**src/include/readback_select_pkg.sv**
```systemverilog
// package: constants and types for the serial readback-select block
package readback_select_pkg;

    // ------------------------------------------------------------
    // serial frame layout
    // ------------------------------------------------------------
    localparam int FRAME_BITS = 24;
    localparam int PAYLOAD_BITS = 16;
    localparam int MODE_TOP = 23;
    localparam int FUNC_TOP = 21;
    localparam int FUNC_LOW = 16;
    localparam logic [1:0] MODE_SPECIAL = 2'h0;
    localparam logic [5:0] FUNC_NOP = 6'h00;
    localparam logic [5:0] FUNC_READ_SELECT = 6'h05;

    // ------------------------------------------------------------
    // readback selection codes (top nine payload bits)
    // ------------------------------------------------------------
    localparam logic [2:0] SEL_INPUT_A = 3'h0;
    localparam logic [2:0] SEL_INPUT_B = 3'h1;
    localparam logic [2:0] SEL_OFFSET_TRIM = 3'h2;
    localparam logic [2:0] SEL_GAIN_TRIM = 3'h3;
    localparam logic [5:0] CHAN_BASE = 6'h08;
    localparam logic [8:0] SEL_CONTROL = 9'h101;
    localparam logic [8:0] SEL_GROUP0_OFFSET = 9'h102;
    localparam logic [8:0] SEL_GROUP1_OFFSET = 9'h103;
    localparam logic [8:0] SEL_AB_GROUP0 = 9'h106;
    localparam logic [8:0] SEL_AB_GROUP1 = 9'h107;
    localparam logic [8:0] SEL_GPIO_LEVEL = 9'h10B;

    // ------------------------------------------------------------
    // wishbone register map (byte addresses)
    // ------------------------------------------------------------
    localparam logic [7:0] ADDR_STATUS = 8'h00;
    localparam logic [7:0] ADDR_CONTROL = 8'h04;
    localparam logic [7:0] ADDR_GROUP0_OFFSET = 8'h08;
    localparam logic [7:0] ADDR_GROUP1_OFFSET = 8'h0C;
    localparam logic [7:0] ADDR_AB_GROUP0 = 8'h10;
    localparam logic [7:0] ADDR_AB_GROUP1 = 8'h14;
    localparam logic [7:0] ADDR_CHAN_BASE = 8'h40;
    localparam logic [4:0] CONTROL_RESET = 5'h00;
    localparam logic [15:0] WORD_RESET = 16'h0000;

    // ------------------------------------------------------------
    // types
    // ------------------------------------------------------------
    typedef enum logic [2:0] {
        SRC_NONE = 3'h0,
        SRC_CHANNEL = 3'h1,
        SRC_CONTROL = 3'h3,
        SRC_GROUP0 = 3'h2,
        SRC_GROUP1 = 3'h6,
        SRC_AB0 = 3'h7,
        SRC_AB1 = 3'h5,
        SRC_GPIO = 3'h4
    } source_type;

    typedef struct packed {
        logic sclk;
        logic syncN;
        logic sdi;
    } serial_in_type;

    typedef struct packed {
        logic [1:0] kind;
        logic [2:0] channel;
    } chan_sel_type;

endpackage : readback_select_pkg

```
**src/verilog/readback_register_select.sv**
```systemverilog
// design: serial readback-select decoder with wishbone register file
`timescale 1ns/1ps
`default_nettype none

// Contract
// - mode 00, function 000101 selects readback
// - types 000-011, channels 001000 to 001111
// - 100000110 selects group 0 A/B register
// - 100000111 selects group 1 A/B register
// - 100001011 returns gpio level in lsb
// - low seven bits ignored except gpio; the code ignores them for the gpio select too
// - select frame, then nop frame shifts data
module readback_register_select #(
    parameter int CHANNELS = 8
) (
    input wire logic clk,
    input wire logic srst,
    input wire readback_select_pkg::serial_in_type serialIn,
    input wire logic gpioLevel,
    output logic sdo,
    input wire logic wb_cyc_i,
    input wire logic wb_stb_i,
    input wire logic wb_we_i,
    input wire logic [7:0] wb_adr_i,
    input wire logic [3:0] wb_sel_i,
    input wire logic [31:0] wb_dat_i,
    output logic [31:0] wb_dat_o,
    output logic wb_ack_o
);
    import readback_select_pkg::*;

    // ------------------------------------------------------------
    // pin synchronisers
    // ------------------------------------------------------------
    serial_in_type syncA;
    serial_in_type syncB;
    logic gpioA;
    logic gpioB;
    // previous synced clock level, for edge detection
    logic sclkLast;

    // two stages for every pin; only stage b is read by logic
    always_ff @(posedge clk) begin
        if (srst) begin
            syncA <= '{sclk: 1'b0, syncN: 1'b1, sdi: 1'b0};
            syncB <= '{sclk: 1'b0, syncN: 1'b1, sdi: 1'b0};
            gpioA <= 1'b0;
            gpioB <= 1'b0;
            sclkLast <= 1'b0;
        end else begin
            syncA <= serialIn;
            syncB <= syncA;
            gpioA <= gpioLevel;
            gpioB <= gpioA;
            sclkLast <= syncB.sclk;
        end
    end

    logic sclkFall;
    logic sclkRise;
    // edges of the synced link clock, one cycle wide
    assign sclkFall = sclkLast & ~syncB.sclk;
    assign sclkRise = ~sclkLast & syncB.sclk;

    // ------------------------------------------------------------
    // frame shifter
    // ------------------------------------------------------------
    logic [FRAME_BITS-1:0] shiftIn;
    logic [4:0] bitCount;
    logic frameActive;
    logic frameDone;

    // data taken on falling sclk while sync is low
    always_ff @(posedge clk) begin
        if (srst) begin
            shiftIn <= '0;
            bitCount <= 5'h00;
            frameActive <= 1'b0;
        end else if (syncB.syncN) begin
            bitCount <= 5'h00;
            frameActive <= 1'b0;
        end else begin
            frameActive <= 1'b1;
            if (sclkFall && bitCount < 5'(FRAME_BITS)) begin
                shiftIn <= {shiftIn[FRAME_BITS-2:0], syncB.sdi};
                bitCount <= bitCount + 5'h01;
            end
        end
    end

    // the last falling edge inside the frame ends the decode
    assign frameDone = (bitCount == 5'(FRAME_BITS) - 5'h01) && sclkFall
        && !syncB.syncN;

    logic [FRAME_BITS-1:0] frameWord;
    // whole frame, including the bit taken at this edge
    assign frameWord = {shiftIn[FRAME_BITS-2:0], syncB.sdi};

    // ------------------------------------------------------------
    // registers readable back
    // ------------------------------------------------------------
    logic [4:0] controlValue;
    logic [13:0] group0OffsetValue;
    logic [13:0] group1OffsetValue;
    logic [3:0] abGroup0;
    logic [3:0] abGroup1;
    // sixteen-bit words of the four channel register types
    logic [15:0] channelWord [4][CHANNELS];

    // ------------------------------------------------------------
    // readback decode
    // ------------------------------------------------------------
    source_type next_source;
    chan_sel_type next_chan;
    source_type source;
    chan_sel_type chanSel;
    logic [15:0] payload;
    // the low sixteen frame bits carry the selection
    assign payload = frameWord[PAYLOAD_BITS-1:0];

    // decode looks only at the top nine bits, low seven ignored
    always_comb begin
        next_source = SRC_NONE;
        next_chan = '{kind: 2'h0, channel: 3'h0};
        if (payload[15] == 1'b0
            && payload[12:7] >= CHAN_BASE
            && payload[12:7] < CHAN_BASE + 6'(CHANNELS)) begin
            next_source = SRC_CHANNEL;
            next_chan.kind = payload[14:13];
            next_chan.channel = 3'(payload[9:7]);
        end else begin
            // low bits are not part of the match
            case (payload[15:7])
                SEL_CONTROL: next_source = SRC_CONTROL;
                SEL_GROUP0_OFFSET: next_source = SRC_GROUP0;
                SEL_GROUP1_OFFSET: next_source = SRC_GROUP1;
                SEL_AB_GROUP0: next_source = SRC_AB0;
                SEL_AB_GROUP1: next_source = SRC_AB1;
                SEL_GPIO_LEVEL: next_source = SRC_GPIO;
                default: next_source = SRC_NONE;
            endcase
        end
    end

    // ------------------------------------------------------------
    // readback selection
    // ------------------------------------------------------------
    logic isReadSelect;
    // special mode with readback function code
    assign isReadSelect = frameWord[MODE_TOP:MODE_TOP-1] == MODE_SPECIAL
        && frameWord[FUNC_TOP:FUNC_LOW] == FUNC_READ_SELECT;

    // selection held for the following frame only
    always_ff @(posedge clk) begin
        if (srst) begin
            source <= SRC_NONE;
            chanSel <= '{kind: 2'h0, channel: 3'h0};
        end else if (frameDone) begin
            source <= isReadSelect ? next_source : SRC_NONE;
            chanSel <= next_chan;
        end else if (!syncB.syncN && !frameActive) begin
            // each frame uses the selection up as it starts
            source <= SRC_NONE;
        end
    end

    // ------------------------------------------------------------
    // readback mux
    // ------------------------------------------------------------
    logic [15:0] next_readWord;
    // selected register, zero when nothing is chosen
    always_comb begin
        case (source)
            SRC_CHANNEL:
                next_readWord = channelWord[chanSel.kind][chanSel.channel];
            SRC_CONTROL: next_readWord = {11'h000, controlValue};
            SRC_GROUP0: next_readWord = {2'h0, group0OffsetValue};
            SRC_GROUP1: next_readWord = {2'h0, group1OffsetValue};
            SRC_AB0: next_readWord = {12'h000, abGroup0};
            SRC_AB1: next_readWord = {12'h000, abGroup1};
            SRC_GPIO: next_readWord = {15'h0000, gpioB};
            default: next_readWord = WORD_RESET;
        endcase
    end

    // ------------------------------------------------------------
    // output shifter
    // ------------------------------------------------------------
    // readback word in the low sixteen bits, eight zeros above
    logic [FRAME_BITS-1:0] shiftOut;

    // load at frame start, shift on rising sclk
    always_ff @(posedge clk) begin
        if (srst) begin
            shiftOut <= '0;
            sdo <= 1'b0;
        end else if (!syncB.syncN && !frameActive) begin
            shiftOut <= {8'h00, next_readWord};
            sdo <= 1'b0;
        end else if (!syncB.syncN && sclkRise) begin
            sdo <= shiftOut[FRAME_BITS-1];
            shiftOut <= {shiftOut[FRAME_BITS-2:0], 1'b0};
        end
    end

    // ------------------------------------------------------------
    // wishbone slave
    // ------------------------------------------------------------
    logic wbHit;
    // a request is taken once, in the cycle before ack
    assign wbHit = wb_cyc_i && wb_stb_i && !wb_ack_o;

    logic [5:0] wbWordIndex;
    logic [2:0] wbChan;
    logic [1:0] wbKind;
    logic wbChanHit;
    // channel window: four words per channel, one per type
    assign wbChanHit = wb_adr_i >= ADDR_CHAN_BASE
        && wb_adr_i < ADDR_CHAN_BASE + 8'(4 * 4 * CHANNELS);
    assign wbWordIndex = wb_adr_i[7:2] - ADDR_CHAN_BASE[7:2];
    assign wbKind = wbWordIndex[1:0];
    assign wbChan = 3'(wbWordIndex[5:2]);

    // write side: control, offsets, a/b selects
    always_ff @(posedge clk) begin
        if (srst) begin
            controlValue <= CONTROL_RESET;
            group0OffsetValue <= '0;
            group1OffsetValue <= '0;
            abGroup0 <= 4'h0;
            abGroup1 <= 4'h0;
        end else if (wbHit && wb_we_i && wb_sel_i[0]) begin
            case (wb_adr_i)
                ADDR_CONTROL: controlValue <= wb_dat_i[4:0];
                ADDR_GROUP0_OFFSET:
                    group0OffsetValue <= wb_dat_i[13:0];
                ADDR_GROUP1_OFFSET:
                    group1OffsetValue <= wb_dat_i[13:0];
                ADDR_AB_GROUP0: abGroup0 <= wb_dat_i[3:0];
                ADDR_AB_GROUP1: abGroup1 <= wb_dat_i[3:0];
                default: ;
            endcase
        end
    end

    // ------------------------------------------------------------
    // channel word array
    // ------------------------------------------------------------
    // channel word array, one entry per type and channel
    always_ff @(posedge clk) begin
        if (srst) begin
            for (int k = 0; k < 4; k++) begin
                for (int c = 0; c < CHANNELS; c++) begin
                    channelWord[k][c] <= WORD_RESET;
                end
            end
        end else if (wbHit && wb_we_i && wbChanHit) begin
            if (wb_sel_i[0]) begin
                channelWord[wbKind][wbChan][7:0] <= wb_dat_i[7:0];
            end
            if (wb_sel_i[1]) begin
                channelWord[wbKind][wbChan][15:8] <= wb_dat_i[15:8];
            end
        end
    end

    // read data and single-cycle ack; unmapped reads as zero
    always_ff @(posedge clk) begin
        if (srst) begin
            wb_ack_o <= 1'b0;
            wb_dat_o <= '0;
        end else begin
            wb_ack_o <= wbHit;
            wb_dat_o <= '0;
            if (wbHit && !wb_we_i) begin
                if (wbChanHit) begin
                    wb_dat_o <= {16'h0000, channelWord[wbKind][wbChan]};
                end else begin
                    case (wb_adr_i)
                        ADDR_STATUS:
                            wb_dat_o <= {26'h0, gpioB, 2'h0, source};
                        ADDR_CONTROL: wb_dat_o <= {27'h0, controlValue};
                        ADDR_GROUP0_OFFSET:
                            wb_dat_o <= {18'h0, group0OffsetValue};
                        ADDR_GROUP1_OFFSET:
                            wb_dat_o <= {18'h0, group1OffsetValue};
                        ADDR_AB_GROUP0: wb_dat_o <= {28'h0, abGroup0};
                        ADDR_AB_GROUP1: wb_dat_o <= {28'h0, abGroup1};
                        default: wb_dat_o <= '0;
                    endcase
                end
            end
        end
    end

endmodule : readback_register_select
`default_nettype wire

```
**config.mk**
```make
export PLATFORM = sky130hd
export DESIGN_NAME = readback_register_select
export DESIGN_NICKNAME = d
export VERILOG_FILES = /design/src/include/readback_select_pkg.sv /design/src/verilog/readback_register_select.sv
export SDC_FILE = /design/constraint.sdc
export NUM_CORES = 1
export LEC_CHECK = 0
export BUFFER_PORTS_ARGS = -buffer_cell sky130_fd_sc_hd__clkbuf_2
export CELL_PAD_IN_SITES_DETAIL_PLACEMENT = 2
export CELL_PAD_IN_SITES_GLOBAL_PLACEMENT = 2
export CORE_ASPECT_RATIO = 0.7
export CORE_MARGIN = 5
export CORE_UTILIZATION = 40
export DETAILED_ROUTE_END_ITERATION = 10
export GPL_TIMING_DRIVEN = 0
export PLACE_DENSITY_LB_ADDON = 0.3
export SYNTH_ARGS = -nofsm -noshare
export SYNTH_HDL_FRONTEND = slang
export SYNTH_SLANG_ARGS = --single-unit
```
**constraint.sdc**
```tcl
create_clock -name clk -period 2.1 [get_ports clk]
set_clock_uncertainty 0.2 [all_clocks]
set_input_delay 0.105 -clock clk [delete_from_list [all_inputs] [get_ports clk]]
set_output_delay 0.105 -clock clk [all_outputs]
set_load 0.005 [all_outputs]
```
==> flow_metrics.py <==
metrics = {
    "worst_setup_path": {
        "worst_r2r_path_depth": 6,
        "cells_along_the_critical_path": "nor2b_2, clkbuf_4, a22oi_1, nand2_2, a211oi_2, a2111oi_0",
        "crit_family": "compound AO/OA/AOI/OAI gates",
        "worstSetupPathType": "reg -> reg",
        "crit_path_start_kind": "flop",
        "worst_ep_required_time_ns": 2.39,
        "crit_arrival_ns": 3.13,
        "critical_path_cell_count": 6,
        "worst_path_max_delay_cell": "sky130_fd_sc_hd__dfxtp_2",
        "worst-path-max-fanout": 10,
        "worstSetupEndpointType": "flop",
        "cp.buffers_inverters": 1,
        "timing.critical_path.slowest_cell_delay_ns": 0.56,
    },
    "finish": {
        "ff_latch_area_um2": 18000,
        "drive_above_1_share_pct": 40.6,
        "final_util_pct": 51.8,
        "layout-area-overhead-vs-synth_pct": 27.9,
        "multi_input_area_um2": 16700,
        "final.fill_count": 7619,
        "fin_nets": 2918,
    },
    "sta": {
        "layout_worst_path_cycle_share_pct": 135,
        "unrepaired_setup_endpoints_after_global_routing": "true",
        "hold_viol_final": 4,
        "finalMaxSlewViolations": 0,
        "timing.fmax_mhz": 353,
        "setup_viol": 823,
        "finalWorstPathRequiredPeriod_ns": 2.84,
        "slew_headroom_pct": 2.47,
        "final.hold.worst_slack_ns": -0.0541,
        "setup_slack_ns": -0.736,
        "setup_tns_ns": -84.52,
        "tightest_slew_ns": 1.46,
    },
    "floorplan": {
        "pin_count": 87,
        "rows": 88,
        "die_h_um": 252,
        "initial_core_util_pct": 40.5,
        "die_area_um2": 89800,
        "die_x_um": 356,
        "core-area_um2": 82800,
    },
    "routing": {
        "detail_route.drc_violations": 0,
        "first_iter_violations": 4789,
        "vias": 28500,
        "post_drt_via_cell_ratio": 7.04,
        "final_antenna_net_count": 0,
        "avgRoutedWirePerCell_um": 44.9,
        "totalWireLength_mm": 182,
        "firstDrtPassIters": 7,
    },
    "logic_synthesis": {
        "yosys.cell_types.count": 71,
        "synth-seq-cells": 643,
        "synth_edf_count": 512,
        "fraction_of_the_yosys_area_taken_by_sequential_cells_pct": 53.7,
        "synth-warning-count": 0,
        "synth_cells": 2507,
        "syn_avg_cell_area_um2": 13.4,
        "synthArstFlopShare_pct": 0,
        "ys.flop_type": "sky130_fd_sc_hd__edfxtp_1",
        "synth.cell_area_um2": 33500,
    },
    "cts": {
        "cts_tree": "built",
        "cts_buffer_depth": 3,
        "root_buffer": "sky130_fd_sc_hd__clkbuf_16",
        "cts_buffers": 68,
        "clkSinkCount": 643,
        "clk_pin_slew_ns": 0.07,
        "worst_skew_pair.late_latency_ns": 0.68,
        "h_tree_lvls": 3,
    },
    "global_route": {
        "total_gr_overflow": 0,
        "first_global_vias": 28200,
        "global_route_usage_sum_pct": 37.8,
        "maximum_number_of_pins_on_one_net_before_global_route_repair": 15,
        "grt_pass1_wl_mm": 234,
        "number_of_antenna_violations_at_the_first_check_in_global_routing": 18,
    },
    "min_path": {
        "class_of_the_most_critical_hold_timing_path": "in -> reg",
        "worstHoldPathCells": 6,
    },
    "place": {
        "replace_congestion": 1.05,
        "place.detailed.hpwl_mm": 118,
        "port_buffers": 46,
    },
    "pwr": {
        "power_density_normalized_to_cell_area_nw_per_um2": 724,
        "irDropWorstVdd_v": 0.000645,
        "total_leakage_power_uw": 0.0151,
    },
    "status": {
        "violations": "negative hold slack, negative setup slack",
        "outcome": "finished with violations",
    },
    "run": {
        "drv.max_cap_violation_count": 0,
    },
}
cells by family (layout without fill, tap and decap cells):
kind of cell / Yosys count / in the layout / share of synthesized area, %
compound gates: 273 / 273 / 5.54
xor+xnor: 3 / 3 / 0.0783
fa+ha+maj: 2 / 2 / 0.0746
buf+inv: 219 / 615 / 3.47
flops: 643 / 643 / 53.7
mux: 377 / 377 / 20.6
other cells: 1 / 25 / 0.0112
simple gates: 989 / 989 / 16.6
layout make-up:
cell class,count,share of cell area (%)
Clock inverter,35,0.977
Multi-Input combinational cell,1660,39.0
Tap cell,1125,3.28
Clock buffer,90,4.45
Inverter,5,0.0525
Antenna cell,9,0.0525
Buffer,207,3.95
Timing Repair Buffer,278,6.26
Sequential cell,643,42.0
layout by cell type, fill, tap and decap left out, drive strengths merged, types with 40 or more instances in the layout:
master,n
buf,301
dfxtp,131
mux2i,122
o21ai,47
nor2,154
nand3,40
or2,68
and2,516
nand2,109
mux4,247
edfxtp,512
a21oi,62
clkbuf,245
a22oi,58
cells in the mapped netlist (4+ instances only):
master / number / area, µm²
sky130_fd_sc_hd__and2_1: 516 / 3230
sky130_fd_sc_hd__edfxtp_1: 512 / 15400
sky130_fd_sc_hd__mux4_2: 236 / 5320
sky130_fd_sc_hd__nor2_1: 153 / 574
sky130_fd_sc_hd__dfxtp_1: 131 / 2620
sky130_fd_sc_hd__mux2i_1: 122 / 1220
sky130_fd_sc_hd__clkbuf_1: 109 / 409
sky130_fd_sc_hd__nand2_1: 109 / 409
sky130_fd_sc_hd__or2_2: 68 / 425
sky130_fd_sc_hd__a21oi_1: 62 / 310
sky130_fd_sc_hd__a22oi_1: 58 / 435
sky130_fd_sc_hd__buf_2: 47 / 235
sky130_fd_sc_hd__o21ai_0: 47 / 235
sky130_fd_sc_hd__nand3_1: 40 / 200
sky130_fd_sc_hd__buf_4: 29 / 218
sky130_fd_sc_hd__nor2b_1: 22 / 138
sky130_fd_sc_hd__o22ai_1: 17 / 106
sky130_fd_sc_hd__buf_6: 16 / 180
sky130_fd_sc_hd__nor3_1: 16 / 80.1
sky130_fd_sc_hd__a22o_1: 13 / 114
sky130_fd_sc_hd__a211oi_1: 12 / 90.1
sky130_fd_sc_hd__a2111oi_0: 11 / 96.3
sky130_fd_sc_hd__mux4_1: 11 / 289
sky130_fd_sc_hd__nor3b_1: 9 / 67.6
sky130_fd_sc_hd__nor4b_1: 9 / 78.8
sky130_fd_sc_hd__a221o_1: 8 / 80.1
sky130_fd_sc_hd__mux2_2: 8 / 90.1
sky130_fd_sc_hd__nand4_1: 8 / 50.1
sky130_fd_sc_hd__buf_1: 7 / 26.3
sky130_fd_sc_hd__nand2b_1: 7 / 43.8
sky130_fd_sc_hd__a32oi_1: 5 / 43.8
sky130_fd_sc_hd__and3_1: 5 / 31.3
sky130_fd_sc_hd__or3_1: 5 / 31.3
sky130_fd_sc_hd__a221oi_1: 4 / 35.0
sky130_fd_sc_hd__a41oi_1: 4 / 35.0
sky130_fd_sc_hd__nand3b_1: 4 / 30.0
sky130_fd_sc_hd__o2111ai_1: 4 / 35.0
sky130_fd_sc_hd__o221ai_1: 4 / 35.0
sky130_fd_sc_hd__o22a_1: 4 / 35.0
sky130_fd_sc_hd__or3b_2: 4 / 35.0
timing repair:
item / in CTS / in global routing
gates cloned: 2 / 1
setup endpoints to repair: 1121 / 910
endpoints found under the hold margin: 82 / 5
hold buffers: 28 / 1
buffers inserted: 125 / 80
pin swaps: 113 / 111
gates resized for setup: 572 / 300
metrics by stage:
stage	cells	area, µm²	worst slack, ns	power [µW]
final	4052	42900	-0.736	31100
after global routing	4044	42900	-0.614	31400
after CTS	3969	41300	-0.526	30300
after detailed placement	3694	35300	-2.12	17200
after global placement	3693	35300	-2.03	17000
after floorplan	2522	33700	-0.0191	15800
path summary, 6_finish.rpt:
kind                             startpoint            to  slack, ns
worst min-delay path            wb_adr_i[7]   wb_dat_o[3]      -0.05
worst min register to register     syncA[1]      syncB[1]       0.23
worst max-delay path             chanSel[2]  shiftOut[11]      -0.74
worst max register to register   chanSel[2]  shiftOut[11]      -0.74
worst min-delay path, cell delays in order:
cell	delay [ns]
sky130_fd_sc_hd__clkbuf_2	0.08
sky130_fd_sc_hd__inv_1	0.05
sky130_fd_sc_hd__ha_1	0.15
sky130_fd_sc_hd__a2111oi_0	0.11
sky130_fd_sc_hd__nand3_4	0.15
sky130_fd_sc_hd__o21ai_2	0.08
flip-flops by register name, summed over array words and instances, names as in the netlist, 2 cells and up, named ones only:
signal,cells
group1OffsetValue,14
wb_dat_o,16
syncB,2
shiftIn,23
source,3
abGroup1,4
syncA,3
shiftOut,24
group0OffsetValue,14
bitCount,5
channelWord,512
abGroup0,4
controlValue,5
chanSel,5
power by group:
group / internal (µW) / switching (µW) / total [µW]
sequential: 14100 / 338 / 14500
combinational: 996 / 2170 / 3170
clock: 7540 / 5890 / 13400
routing by layer:
layer | track usage (%) | vias to the layer above | part of all wire (%)
met3 | 17.7 | 774 | 16
met5 | 0 | - | 0.11
li1 | - | 10200 | -
met1 | 48.8 | 14800 | 36
met2 | 53.9 | 2691 | 41
met4 | 18.1 | 16 | 6.5
(Power assumes the default switching activity.)
